### config.mk
export PLATFORM = sky130hd
export DESIGN_NAME = irq_set_enable_bank_four
export DESIGN_NICKNAME = d
export VERILOG_FILES = /design/src/hw/irq_enable_pkg.sv /design/src/hw/irq_enable_bits_if.sv /design/src/hw/irq_enable_store.sv /design/src/hw/irq_set_enable_bank_four.sv
export SDC_FILE = /design/constraint.sdc
export NUM_CORES = 1
export LEC_CHECK = 0
export ABC_CLOCK_PERIOD_IN_PS = 1650
export BUFFER_PORTS_ARGS = -buffer_cell sky130_fd_sc_hd__buf_2
export CAP_MARGIN = 30
export CORE_ASPECT_RATIO = 2
export CORE_MARGIN = 3
export CORE_UTILIZATION = 44
export DETAILED_ROUTE_END_ITERATION = 10
export PLACE_DENSITY = 0.74
export SLEW_MARGIN = 20
export SYNTH_ARGS = -nofsm -noshare
export SYNTH_HDL_FRONTEND = slang
export SYNTH_SLANG_ARGS = --single-unit
### constraint.sdc
create_clock -name clock_in -period 1.65 [get_ports clock_in]
set_input_delay 0.0825 -clock clock_in [delete_from_list [all_inputs] [get_ports clock_in]]
set_output_delay 0.0825 -clock clock_in [all_outputs]
set_load 0.005 [all_outputs]
### src/hw/irq_enable_pkg.sv
// Package: register map and field layout of the fourth interrupt enable bank
`default_nettype none
package irq_enable_pkg;
    // ==========================================================
    // Register offsets, byte addresses
    localparam logic [7:0] SET_BANK_OFFSET = 8'h00;
    localparam logic [7:0] CLEAR_BANK_OFFSET = 8'h04;
    // ==========================================================
    // Field layout
    localparam int REG_WIDTH = 32;
    localparam int FIRST_IRQ_NUMBER = 96;
    localparam int UPPER_FIELD_LSB = 3;
    localparam int LOWER_FIELD_BIT = 0;
    // Implemented positions: bits 31..3 and bit 0
    localparam logic [31:0] IMPLEMENTED_MASK = 32'hFFFF_FFF9;
    localparam logic [31:0] ENABLE_RESET = 32'h0000_0000;
    localparam logic [31:0] READ_ZERO = 32'h0000_0000;
endpackage : irq_enable_pkg
`default_nettype wire

### src/hw/irq_enable_bits_if.sv
// Interface: carries set and clear requests and the enable state between modules
`timescale 1ns/1ns
`default_nettype none
interface irq_enable_bits_if;
    logic [31:0] set_bits;
    logic [31:0] clear_bits;
    logic [31:0] enable_state;
    modport ctrl (output set_bits, output clear_bits, input enable_state);
    modport store (input set_bits, input clear_bits, output enable_state);
endinterface : irq_enable_bits_if
`default_nettype wire

### src/hw/irq_enable_store.sv
// Module: the shared enable state flip-flops
`timescale 1ns/1ns
`default_nettype none
module irq_enable_store
    import irq_enable_pkg::*;
(
    input wire logic clock_in,
    input wire logic reset_in,
    irq_enable_bits_if.store bits
);
    logic [31:0] enable_reg;
    logic [31:0] enable_next;

    // ==========================================================
    // State update
    always_comb
    begin
        // Set wins over clear if both land in one cycle
        enable_next = (enable_reg & ~bits.clear_bits) | bits.set_bits;
        enable_next = enable_next & IMPLEMENTED_MASK;
    end

    always_ff @(posedge clock_in)
    begin
        if (reset_in)
            enable_reg <= ENABLE_RESET;
        else
            enable_reg <= enable_next;
    end

    assign bits.enable_state = enable_reg;

    AST_UNIMPL_ZERO: assert property (@(posedge clock_in) disable iff (reset_in)
        (enable_reg & ~IMPLEMENTED_MASK) == 32'h0000_0000)
        else $error("Unimplemented enable bit set");
endmodule : irq_enable_store
`default_nettype wire

### src/hw/irq_set_enable_bank_four.sv
// Module: register front end of the fourth set-enable and clear-enable bank
`timescale 1ns/1ns
`default_nettype none
module irq_set_enable_bank_four
    import irq_enable_pkg::*;
(
    input wire logic clock_in,
    input wire logic reset_in,
    input wire logic [7:0] addr_in,
    input wire logic [31:0] wdata_in,
    input wire logic write_in,
    input wire logic read_in,
    output logic [31:0] rdata_out,
    output logic [31:0] irq_enable_out
);
    irq_enable_bits_if bits ();
    logic [31:0] rdata_reg;
    logic [31:0] rdata_next;
    logic [31:0] write_bits;
    logic set_addr;
    logic clear_addr;
    logic set_hit;
    logic clear_hit;
    logic read_hit;

    // ==========================================================
    // Address decode and write strobes
    // Both offsets are decoded once and shared by the write and read paths
    assign set_addr = (addr_in == SET_BANK_OFFSET);
    assign clear_addr = (addr_in == CLEAR_BANK_OFFSET);
    assign set_hit = write_in && set_addr;
    assign clear_hit = write_in && clear_addr;
    assign read_hit = read_in && (set_addr || clear_addr);
    // Only ones in implemented positions act; zeros and bits 2..1 are ignored
    assign write_bits = wdata_in & IMPLEMENTED_MASK;
    assign bits.set_bits = set_hit ? write_bits : 32'h0000_0000;
    assign bits.clear_bits = clear_hit ? write_bits : 32'h0000_0000;

    // One copy of the state serves both offsets, so set and clear can never disagree
    irq_enable_store u_store (
        .clock_in(clock_in),
        .reset_in(reset_in),
        .bits(bits)
    );

    // ==========================================================
    // Read path: both offsets show the same state, unmapped reads zero
    // Chosen before the flop, so read data stand for exactly one cycle
    always_comb
    begin
        if (read_hit)
            rdata_next = bits.enable_state;
        else
            rdata_next = READ_ZERO;
    end

    always_ff @(posedge clock_in)
    begin
        if (reset_in)
            rdata_reg <= READ_ZERO;
        else
            rdata_reg <= rdata_next;
    end

    assign rdata_out = rdata_reg;
    // Bit n of the output is interrupt FIRST_IRQ_NUMBER + n
    assign irq_enable_out = bits.enable_state;

    // ==========================================================
    // Checks on writes
    AST_SET_ENABLES: assert property (@(posedge clock_in) disable iff (reset_in)
        set_hit
        |=> ((irq_enable_out & $past(wdata_in) & IMPLEMENTED_MASK) == ($past(wdata_in) & IMPLEMENTED_MASK)))
        else $error("Set write did not enable");

    AST_ZERO_KEEPS: assert property (@(posedge clock_in) disable iff (reset_in)
        set_hit
        |=> ((irq_enable_out & ~$past(wdata_in)) == ($past(irq_enable_out) & ~$past(wdata_in))))
        else $error("Zero write changed enable");

    AST_CLEAR_DISABLES: assert property (@(posedge clock_in) disable iff (reset_in)
        clear_hit
        |=> ((irq_enable_out & $past(wdata_in)) == 32'h0000_0000))
        else $error("Clear write did not disable");

    AST_CLEAR_ZERO_KEEPS: assert property (@(posedge clock_in) disable iff (reset_in)
        clear_hit
        |=> ((irq_enable_out & ~$past(wdata_in)) == ($past(irq_enable_out) & ~$past(wdata_in))))
        else $error("Clear zero write changed enable");

    AST_SET_NEVER_CLEARS: assert property (@(posedge clock_in) disable iff (reset_in)
        set_hit
        |=> (($past(irq_enable_out) & ~irq_enable_out) == 32'h0000_0000))
        else $error("Set write disabled an interrupt");

    AST_CLEAR_NEVER_SETS: assert property (@(posedge clock_in) disable iff (reset_in)
        clear_hit
        |=> ((~$past(irq_enable_out) & irq_enable_out) == 32'h0000_0000))
        else $error("Clear write enabled an interrupt");

    AST_OTHER_WRITE_KEEPS: assert property (@(posedge clock_in) disable iff (reset_in)
        (write_in && !set_addr && !clear_addr)
        |=> $stable(irq_enable_out))
        else $error("Write to another offset changed enable");

    AST_NO_WRITE_STABLE: assert property (@(posedge clock_in) disable iff (reset_in)
        !write_in
        |=> $stable(irq_enable_out))
        else $error("Enable changed without write");

    // ==========================================================
    // Checks on reads
    AST_READ_STATE: assert property (@(posedge clock_in) disable iff (reset_in)
        (read_in && set_addr)
        |=> (rdata_out == $past(irq_enable_out)))
        else $error("Read data wrong");

    AST_READ_CLEAR_STATE: assert property (@(posedge clock_in) disable iff (reset_in)
        (read_in && clear_addr)
        |=> (rdata_out == $past(irq_enable_out)))
        else $error("Read at clear offset wrong");

    AST_READ_OTHER_ZERO: assert property (@(posedge clock_in) disable iff (reset_in)
        (read_in && !set_addr && !clear_addr)
        |=> (rdata_out == READ_ZERO))
        else $error("Read at another offset not zero");

    AST_IDLE_READ_ZERO: assert property (@(posedge clock_in) disable iff (reset_in)
        !read_in
        |=> (rdata_out == READ_ZERO))
        else $error("Read data held past its cycle");

    // ==========================================================
    // Checks on reset and reserved positions
    AST_RESET_ZERO: assert property (@(posedge clock_in)
        reset_in
        |=> (irq_enable_out == ENABLE_RESET))
        else $error("Enable not zero after reset");

    AST_RESET_READ_ZERO: assert property (@(posedge clock_in)
        reset_in
        |=> (rdata_out == READ_ZERO))
        else $error("Read data not zero after reset");

    AST_MAP_BITS: assert property (@(posedge clock_in) disable iff (reset_in)
        irq_enable_out[2:1] == 2'b00)
        else $error("Unmapped bit enabled");

    // ==========================================================
    // Internal strobes: requests reach the store masked, one kind at a time
    AST_SET_CLEAR_EXCLUSIVE: assert property (@(posedge clock_in) disable iff (reset_in)
        !((bits.set_bits != 32'h0000_0000) && (bits.clear_bits != 32'h0000_0000)))
        else $error("Set and clear requests together");

    AST_SET_BITS_MASKED: assert property (@(posedge clock_in) disable iff (reset_in)
        ((bits.set_bits & ~IMPLEMENTED_MASK) == 32'h0000_0000))
        else $error("Set request on a reserved bit");

    AST_CLEAR_BITS_MASKED: assert property (@(posedge clock_in) disable iff (reset_in)
        ((bits.clear_bits & ~IMPLEMENTED_MASK) == 32'h0000_0000))
        else $error("Clear request on a reserved bit");

    AST_SET_BITS_IDLE: assert property (@(posedge clock_in) disable iff (reset_in)
        !set_hit
        |-> (bits.set_bits == 32'h0000_0000))
        else $error("Set request without a set write");

    AST_CLEAR_BITS_IDLE: assert property (@(posedge clock_in) disable iff (reset_in)
        !clear_hit
        |-> (bits.clear_bits == 32'h0000_0000))
        else $error("Clear request without a clear write");

    AST_SET_BITS_FOLLOW: assert property (@(posedge clock_in) disable iff (reset_in)
        set_hit
        |-> (bits.set_bits == (wdata_in & IMPLEMENTED_MASK)))
        else $error("Set request lost a written one");

    AST_CLEAR_BITS_FOLLOW: assert property (@(posedge clock_in) disable iff (reset_in)
        clear_hit
        |-> (bits.clear_bits == (wdata_in & IMPLEMENTED_MASK)))
        else $error("Clear request lost a written one");

    // ==========================================================
    // Per-bit checks: a fault in one position cannot hide behind the others
    for (genvar n = 0; n < REG_WIDTH; n++)
    begin : g_bit_check
        if (IMPLEMENTED_MASK[n])
        begin : g_mapped
            AST_BIT_SET: assert property (@(posedge clock_in) disable iff (reset_in)
                (set_hit && wdata_in[n])
                |=> irq_enable_out[n])
                else $error("Mapped bit not enabled by a set write");

            AST_BIT_CLEAR: assert property (@(posedge clock_in) disable iff (reset_in)
                (clear_hit && wdata_in[n])
                |=> !irq_enable_out[n])
                else $error("Mapped bit not disabled by a clear write");

            AST_BIT_HOLD: assert property (@(posedge clock_in) disable iff (reset_in)
                !((set_hit || clear_hit) && wdata_in[n])
                |=> $stable(irq_enable_out[n]))
                else $error("Mapped bit changed with no one written to it");

            AST_BIT_READ: assert property (@(posedge clock_in) disable iff (reset_in)
                read_hit
                |=> (rdata_out[n] == $past(irq_enable_out[n])))
                else $error("Mapped bit read back wrong");
        end
        else
        begin : g_reserved
            AST_BIT_RESERVED: assert property (@(posedge clock_in) disable iff (reset_in)
                !irq_enable_out[n])
                else $error("Reserved bit enabled");

            AST_BIT_RESERVED_READ: assert property (@(posedge clock_in) disable iff (reset_in)
                read_in
                |=> !rdata_out[n])
                else $error("Reserved bit read as one");
        end
    end
endmodule : irq_set_enable_bank_four
`default_nettype wire
==> out/results.ini, run 1 <==
[pwr]
swShare = 0.227
clockPowerShare = 0.448
pwr-share-seq = 0.492
p_per_area_nw_per_um2 = 943
power.switching_uw = 669
leakage_uw = 0.00143
intPower_uw = 2280
p_comb_frac = 0.059
vdd_ir_drop_max_uv = 1040

[clock_network]
cts_inserted_buffers = 9
root_buffer = clkbuf_8
clk_pin_slew_ps = 60
h-tree-depth = 3
clk_latency_ps = 340
cts_buffer_depth = 2
cts_tree = done
postCtsSetupBuffers = 0
cts.sinks = 60

[routing]
postRouteWirelength_um = 5790
route.detailed.drc = 0
viasPerCell = 5.36
routed-via-count = 1982
wl_met3_um = 401
dr.pass1.iters = 4
wl_per_cell_um = 15.6
highest_layer = met4
wirelength_met1_um = 2080
antenna_left = 0
drt_iter0_drc = 45
met2_length_um = 3140

[floorplanning]
std_cell_rows = 34
io_pins = 108
die_h_um = 103
start_util = 0.466
core_um2 = 4420
fp.dieArea_um2 = 5590
dieWidth_um = 54.4

[place]
io_buffers = 101
hpwl_um = 3680
gp_congestion = 0.743
place_inst = 324
dp_slack_ps = 129

[finish]
stdcell_count = 370
areaGrowthSynthToFinish_pct = 51.5
drive_above_1_share = 0.410
finalNetCount = 354

[yosys]
synth_top_area_share = 0.583
ys_types = 18
syn_area_per_cell_um2 = 11.4
yosysTopAreaCell = dfxtp_1
ys_warn_count = 0
ys_seq_area_frac = 0.583
synth-seq-cells = 60
synthTopCellsByArea = dfxtp_1 58%, a32o_1 14%, and2_1 9.1%, nand4_1 8.8%, clkbuf_1 2.7%
async_flop_share = 0
synthFlopType = dfxtp_1
netlist_top_cells_count = 60 x dfxtp_1, 30 x and2_1, 29 x a32o_1, 29 x nand4_1, 15 x clkbuf_1
synth_area_um2 = 2060
synth-edff-count = 0
yosysMostFrequentCell = dfxtp_1
synthCells = 181

[sta]
clock.fmax_mhz = 859
layout_setup_ws_ps = 485
tightestPinTransition_ps = 927
finClkSkew_ps = 5.83
max_slew_margin = 0.382
setup_tns_ps = 0
finalMaxSlewViolations = 0
rsz0062_at_grt = false
setup_viol = 0
finalHoldViolCount = 0
hold_ws_ps = 36.3
fin_crit_ps = 1160
fin_crit_sh = 0.706

[job]
drv_cap = 0

[grt]
grtUsageTotal = 0.218
antenna_found_initial = 0
grt_overflow = 0
grt_pass1_wl_um = 8840
grt_max_degree = 32
grt_pass1_vias = 1915

[critical_path]
timing.rr.start = u_store.bits.enable_state[21]$_SDFF_PP0_
cp_max_fo = 18
end_kind = flop
startpoint_type = primary input
crit_start = addr_in[5]
worst_ep_arrival_time_ps = 1440
critical_path_class = primary input to flop
crit_required_ps = 1930

[status]
outcome = finished clean

[hold_path]
hold_path.class = primary input to flop
min_from = wdata_in[30]

[repair_timing]
action                                 in CTS  in global routing
hold buffers                               29                  0
endpoints found under the hold margin      29                  0
resized for setup                           0                  0
[cells in the final DEF (no fill, tap or decap)]
cell type      count
inv_1              1
nor4_2             1
clkinv_4           1
conb_1             4
nor2_1             1
buf_4              6
a41o_1             1
clkinvlp_4         2
clkinv_2           2
bufinv_16          1
diode_2            1
clkbuf_8          10
nor3_2             1
nor4b_4            2
nand4_1           29
buf_2            101
and2_1            30
a32o_1            29
buf_12             1
a31oi_1            1
dfxtp_1           60
or4b_1             1
dlygate4sd3_1     29
or4_4              1
[path summary, 6_finish.rpt]
path	slack, ps	to	depth (start not counted)
setup / recovery	490	u_store.bits.enable_state[23]$_SDFF_PP0_	5
hold reg to reg	480	rdata_out[25]$_SDFF_PP0_	1
setup reg to reg	980	u_store.bits.enable_state[21]$_SDFF_PP0_	1
hold / removal	40	u_store.bits.enable_state[30]$_SDFF_PP0_	3
[registers in the layout, indices dropped and copies added (netlist names)]
| register | flops |
|---|---|
| rdata_out | 30 |
| u_store.bits.enable_state | 30 |
[layer usage]
layer	up-vias	global-route usage
met5	-	0
met4	0	0.129
met3	15	0.0651
met2	91	0.353
met1	932	0.244
li1	944	-
[cell type report]
cell class	count	area, µm²
Fill cell	367	1300
Sequential cell	60	1200
Timing Repair Buffer	137	861
Multi-Input combinational cell	101	786
Clock buffer	10	138
Tap cell	54	67.6
Clock inverter	6	63.8
Inverter	1	3.75
Antenna cell	1	2.50
[critical path: stages]
cell     delay [ps]
buf_2           110
or4_4           570
nor4b_4         250
buf_4           280
a32o_1          160
[per-stage QoR]
stage / instance area (µm²) / util / power [µW]
6_report: 3120 / 0.706 / 2940
5_1_grt: 3120 / 0.705 / 3050
4_1_cts: 3120 / 0.705 / 2960
3_5_place_dp: 2630 / 0.594 / 1600
3_3_place_gp: 2630 / 0.594 / 1600
2_1_floorplan: 2070 / - / 1530
[power by group through the flow]
stage	sequential, µW	clock [µW]	combinational, µW
5_1_grt	1450	1420	187
4_1_cts	1450	1340	173
6_report	1450	1320	174
3_5_place_dp	1480	0	117
2_1_floorplan	1480	0	44.4
3_3_place_gp	1480	0	116
[kinds of logic (layout without fill, tap and decap cells)]
family                 Yosys count  count (layout)  share of synthesized area
flip-flops                      60              60                      0.583
buffers and inverters           23             154                     0.0552
AO/OA/AOI/OAI                   31              31                      0.149
AND/OR/NAND/NOR                 66              66                      0.211
other                            1               5                    0.00182
Note: power is estimated with default switching activity, not from simulation.
==> inputs of run 2 (changes only) <==
--- a/config.mk
+++ b/config.mk
@@ -5,14 +5,14 @@
 export SDC_FILE = /design/constraint.sdc
 export NUM_CORES = 1
 export LEC_CHECK = 0
-export ABC_CLOCK_PERIOD_IN_PS = 1650
+export ABC_CLOCK_PERIOD_IN_PS = 1000
 export BUFFER_PORTS_ARGS = -buffer_cell sky130_fd_sc_hd__buf_2
 export CAP_MARGIN = 30
 export CORE_ASPECT_RATIO = 2
 export CORE_MARGIN = 3
-export CORE_UTILIZATION = 44
+export CORE_UTILIZATION = 40
 export DETAILED_ROUTE_END_ITERATION = 10
-export PLACE_DENSITY = 0.74
+export PLACE_DENSITY = 0.71
 export SLEW_MARGIN = 20
 export SYNTH_ARGS = -nofsm -noshare
 export SYNTH_HDL_FRONTEND = slang
==> constraint.sdc (replaced) <==
create_clock -name clock_in -period 1 [get_ports clock_in]
set_input_delay 0.05 -clock clock_in [delete_from_list [all_inputs] [get_ports clock_in]]
set_output_delay 0.05 -clock clock_in [all_outputs]
set_load 0.005 [all_outputs]
==> run 2 against run 1 <==
  * The flow now finishes with violations (setup timing)
  * Largest power group unchanged
  * Setup slack got worse by 610 ps
  * Die area rose by 9.1%
  * Register-to-register slack got worse by 650 ps
  * Total power rose by 73%
  * Non-clock buffer count rose by 20
  * Via count rose by 4.0%
  * Count of clock-buffer cells in the layout rose by 1
==> out/results.ini, run 2 (synthesized netlist as in run 1, its figures left out) <==
[critical_path]
startpoint_type = primary input  ; unchanged
end_kind = flop  ; unchanged
critical_path_class = primary input to flop  ; unchanged
cp_max_fo = 5  ; was 18
crit_required_ps = 1280  ; was 1930 ps
worst_ep_arrival_time_ps = 1400  ; was 1440 ps

[floorplanning]
start_util = 0.420  ; was 0.466
fp.dieArea_um2 = 6100  ; was 5590 µm²
std_cell_rows = 36  ; was 34
die_h_um = 108  ; was 103 µm
io_pins = 108  ; unchanged
core_um2 = 4910  ; was 4420 µm²
dieWidth_um = 56.8  ; was 54.4 µm

[clock_network]
cts.sinks = 60  ; unchanged
h-tree-depth = 3  ; unchanged
root_buffer = clkbuf_8  ; unchanged
cts_tree = done  ; unchanged
clk_pin_slew_ps = 60  ; about the same
clk_latency_ps = 340  ; about the same
cts_inserted_buffers = 9  ; unchanged
cts_buffer_depth = 2  ; unchanged

[finish]
mostFrequentLayoutCell = buf_2  ; unchanged
num_antenna_cells = 0  ; was 1
stdcell_count = 392  ; was 370
final_util = 0.681  ; was 0.706
finalNetCount = 374  ; was 354
stdcell_area_um2 = 3340  ; was 3120 µm²
drive_above_1_share = 0.439  ; was 0.410
areaGrowthSynthToFinish_pct = 62.3  ; was 51.5%
mostFrequentLayoutCells = 100 x buf_2, 60 x dfxtp_1, 30 x and2_1, 30 x dlygate4sd3_1  ; was 101 x buf_2, 60 x dfxtp_1, 30 x and2_1

[grt]
grt_pass1_wl_um = 10000  ; was 8840 µm
grt_max_degree = 25  ; was 32
grt_pass1_vias = 2110  ; was 1915
grtUsageTotal = 0.214  ; was 0.218
antenna_found_initial = 0  ; unchanged
grt_overflow = 0  ; unchanged

[routing]
viasPerCell = 5.26  ; was 5.36
drt_iter0_drc = 48  ; was 45
route.detailed.drc = 0  ; unchanged
wl_per_cell_um = 16.3  ; was 15.6 µm
dr.pass1.iters = 4  ; unchanged
routed-via-count = 2062  ; was 1982
antenna_left = 0  ; unchanged
postRouteWirelength_um = 6380  ; was 5790 µm

[job]
drv_cap = 0  ; unchanged

[status]
outcome = complete, but fails checks  ; was finished clean
violations = setup timing

[sta]
fin_crit_sh = 1.13
clock.fmax_mhz = 888
finalHoldViolCount = 0  ; unchanged
rsz0062_at_grt = true  ; was false
setup_viol = 41  ; was 0
layout_setup_ws_ps = -126  ; was 485 ps
setup_tns_ps = -3120  ; was 0 ps
finClkSkew_ps = 6.82  ; was 5.83 ps
fin_crit_ps = 1130
finalMaxSlewViolations = 0  ; unchanged

[pwr]
p_per_area_nw_per_um2 = 1520  ; was 943 nW/µm²
leakage_uw = 0.00157  ; was 0.00143 µW
vdd_ir_drop_max_uv = 1420  ; was 1040 µV

[place]
io_buffers = 101  ; unchanged
place_inst = 341  ; was 324
placed_area_um2 = 2760  ; was 2630 µm²
hpwl_um = 4180  ; was 3680 µm
gp_congestion = 0.760  ; was 0.743

[hold_path]
hold_path.class = primary input to flop  ; unchanged

==> run 2: cell count changes in the layout (fill, tap and decap cells not counted), sizes merged <==
cell         previous run  this run
buf                   108       126
diode                   1         0
dlygate4sd3            29        30
clkbuf                 10        12
bufinv                  1         2
clkinvlp                2         0
==> run 2: worst paths after layout <==
path,from,end,slack [ps],cells after the start
max,addr_in[5],u_store.bits.enable_state[9]$_SDFF_PP0_,-130,6
min,reset_in,u_store.bits.enable_state[30]$_SDFF_PP0_,120,4
max reg2reg,u_store.bits.enable_state[21]$_SDFF_PP0_,u_store.bits.enable_state[21]$_SDFF_PP0_,330,1
min reg2reg,u_store.bits.enable_state[25]$_SDFF_PP0_,rdata_out[25]$_SDFF_PP0_,480,1
==> run 2: final cells by class <==
type | count | area, µm²
fillers | 375 | 1570
flip-flops and latches | 60 | 1200
repair buffers | 157 | 1060
multi-input cells | 101 | 795
clock buffers | 11 | 141
clock inverters | 5 | 75.1
well taps | 57 | 71.3
inverters | 1 | 3.75
==> run 2: metal layers <==
| metal | track usage | routed length (µm) | up-vias |
|---|---|---|---|
| met1 | 0.217 | 2320 | 974 |
| met5 | 0 | 0 | - |
| li1 | - | - | 985 |
| met4 | 0.118 | 165 | 0 |
| met2 | 0.387 | 3510 | 88 |
| met3 | 0.0540 | 389 | 15 |
==> run 2: repair_timing <==
action,in CTS,in global routing
hold buffers,30,0
hold endpoints to repair,30,0
setup buffers,0,2
cloned,0,3
resized for setup,2,1
endpoints found under the setup margin,47,59
==> run 2: critical path, cell delays in order <==
cell,delay [ps]
buf_6,90
or4_4,560
nor4b_4,250
buf_4,190
buf_4,140
a32o_1,130
==> run 2: per-stage QoR <==
| stage | hold slack, ps | setup WS, ps | total power [µW] |
|---|---|---|---|
| floorplan | 172 | -285 | 2520 |
| global placement | 271 | -418 | 2680 |
| detailed placement | 278 | -472 | 2690 |
| CTS | 86.9 | -88.8 | 5120 |
| global route | 154 | -170 | 5260 |
| finish | 124 | -126 | 5100 |
==> run 2: where the power goes <==
part | internal [µW] | leakage, µW | switching (µW) | total (µW)
clock | 1460 | 0.000113 | 904 | 2360
sequential | 2390 | 0.000483 | 1.14 | 2390
combinational | 191 | 0.000969 | 153 | 344
total | 4040 | 0.00157 | 1060 | 5100
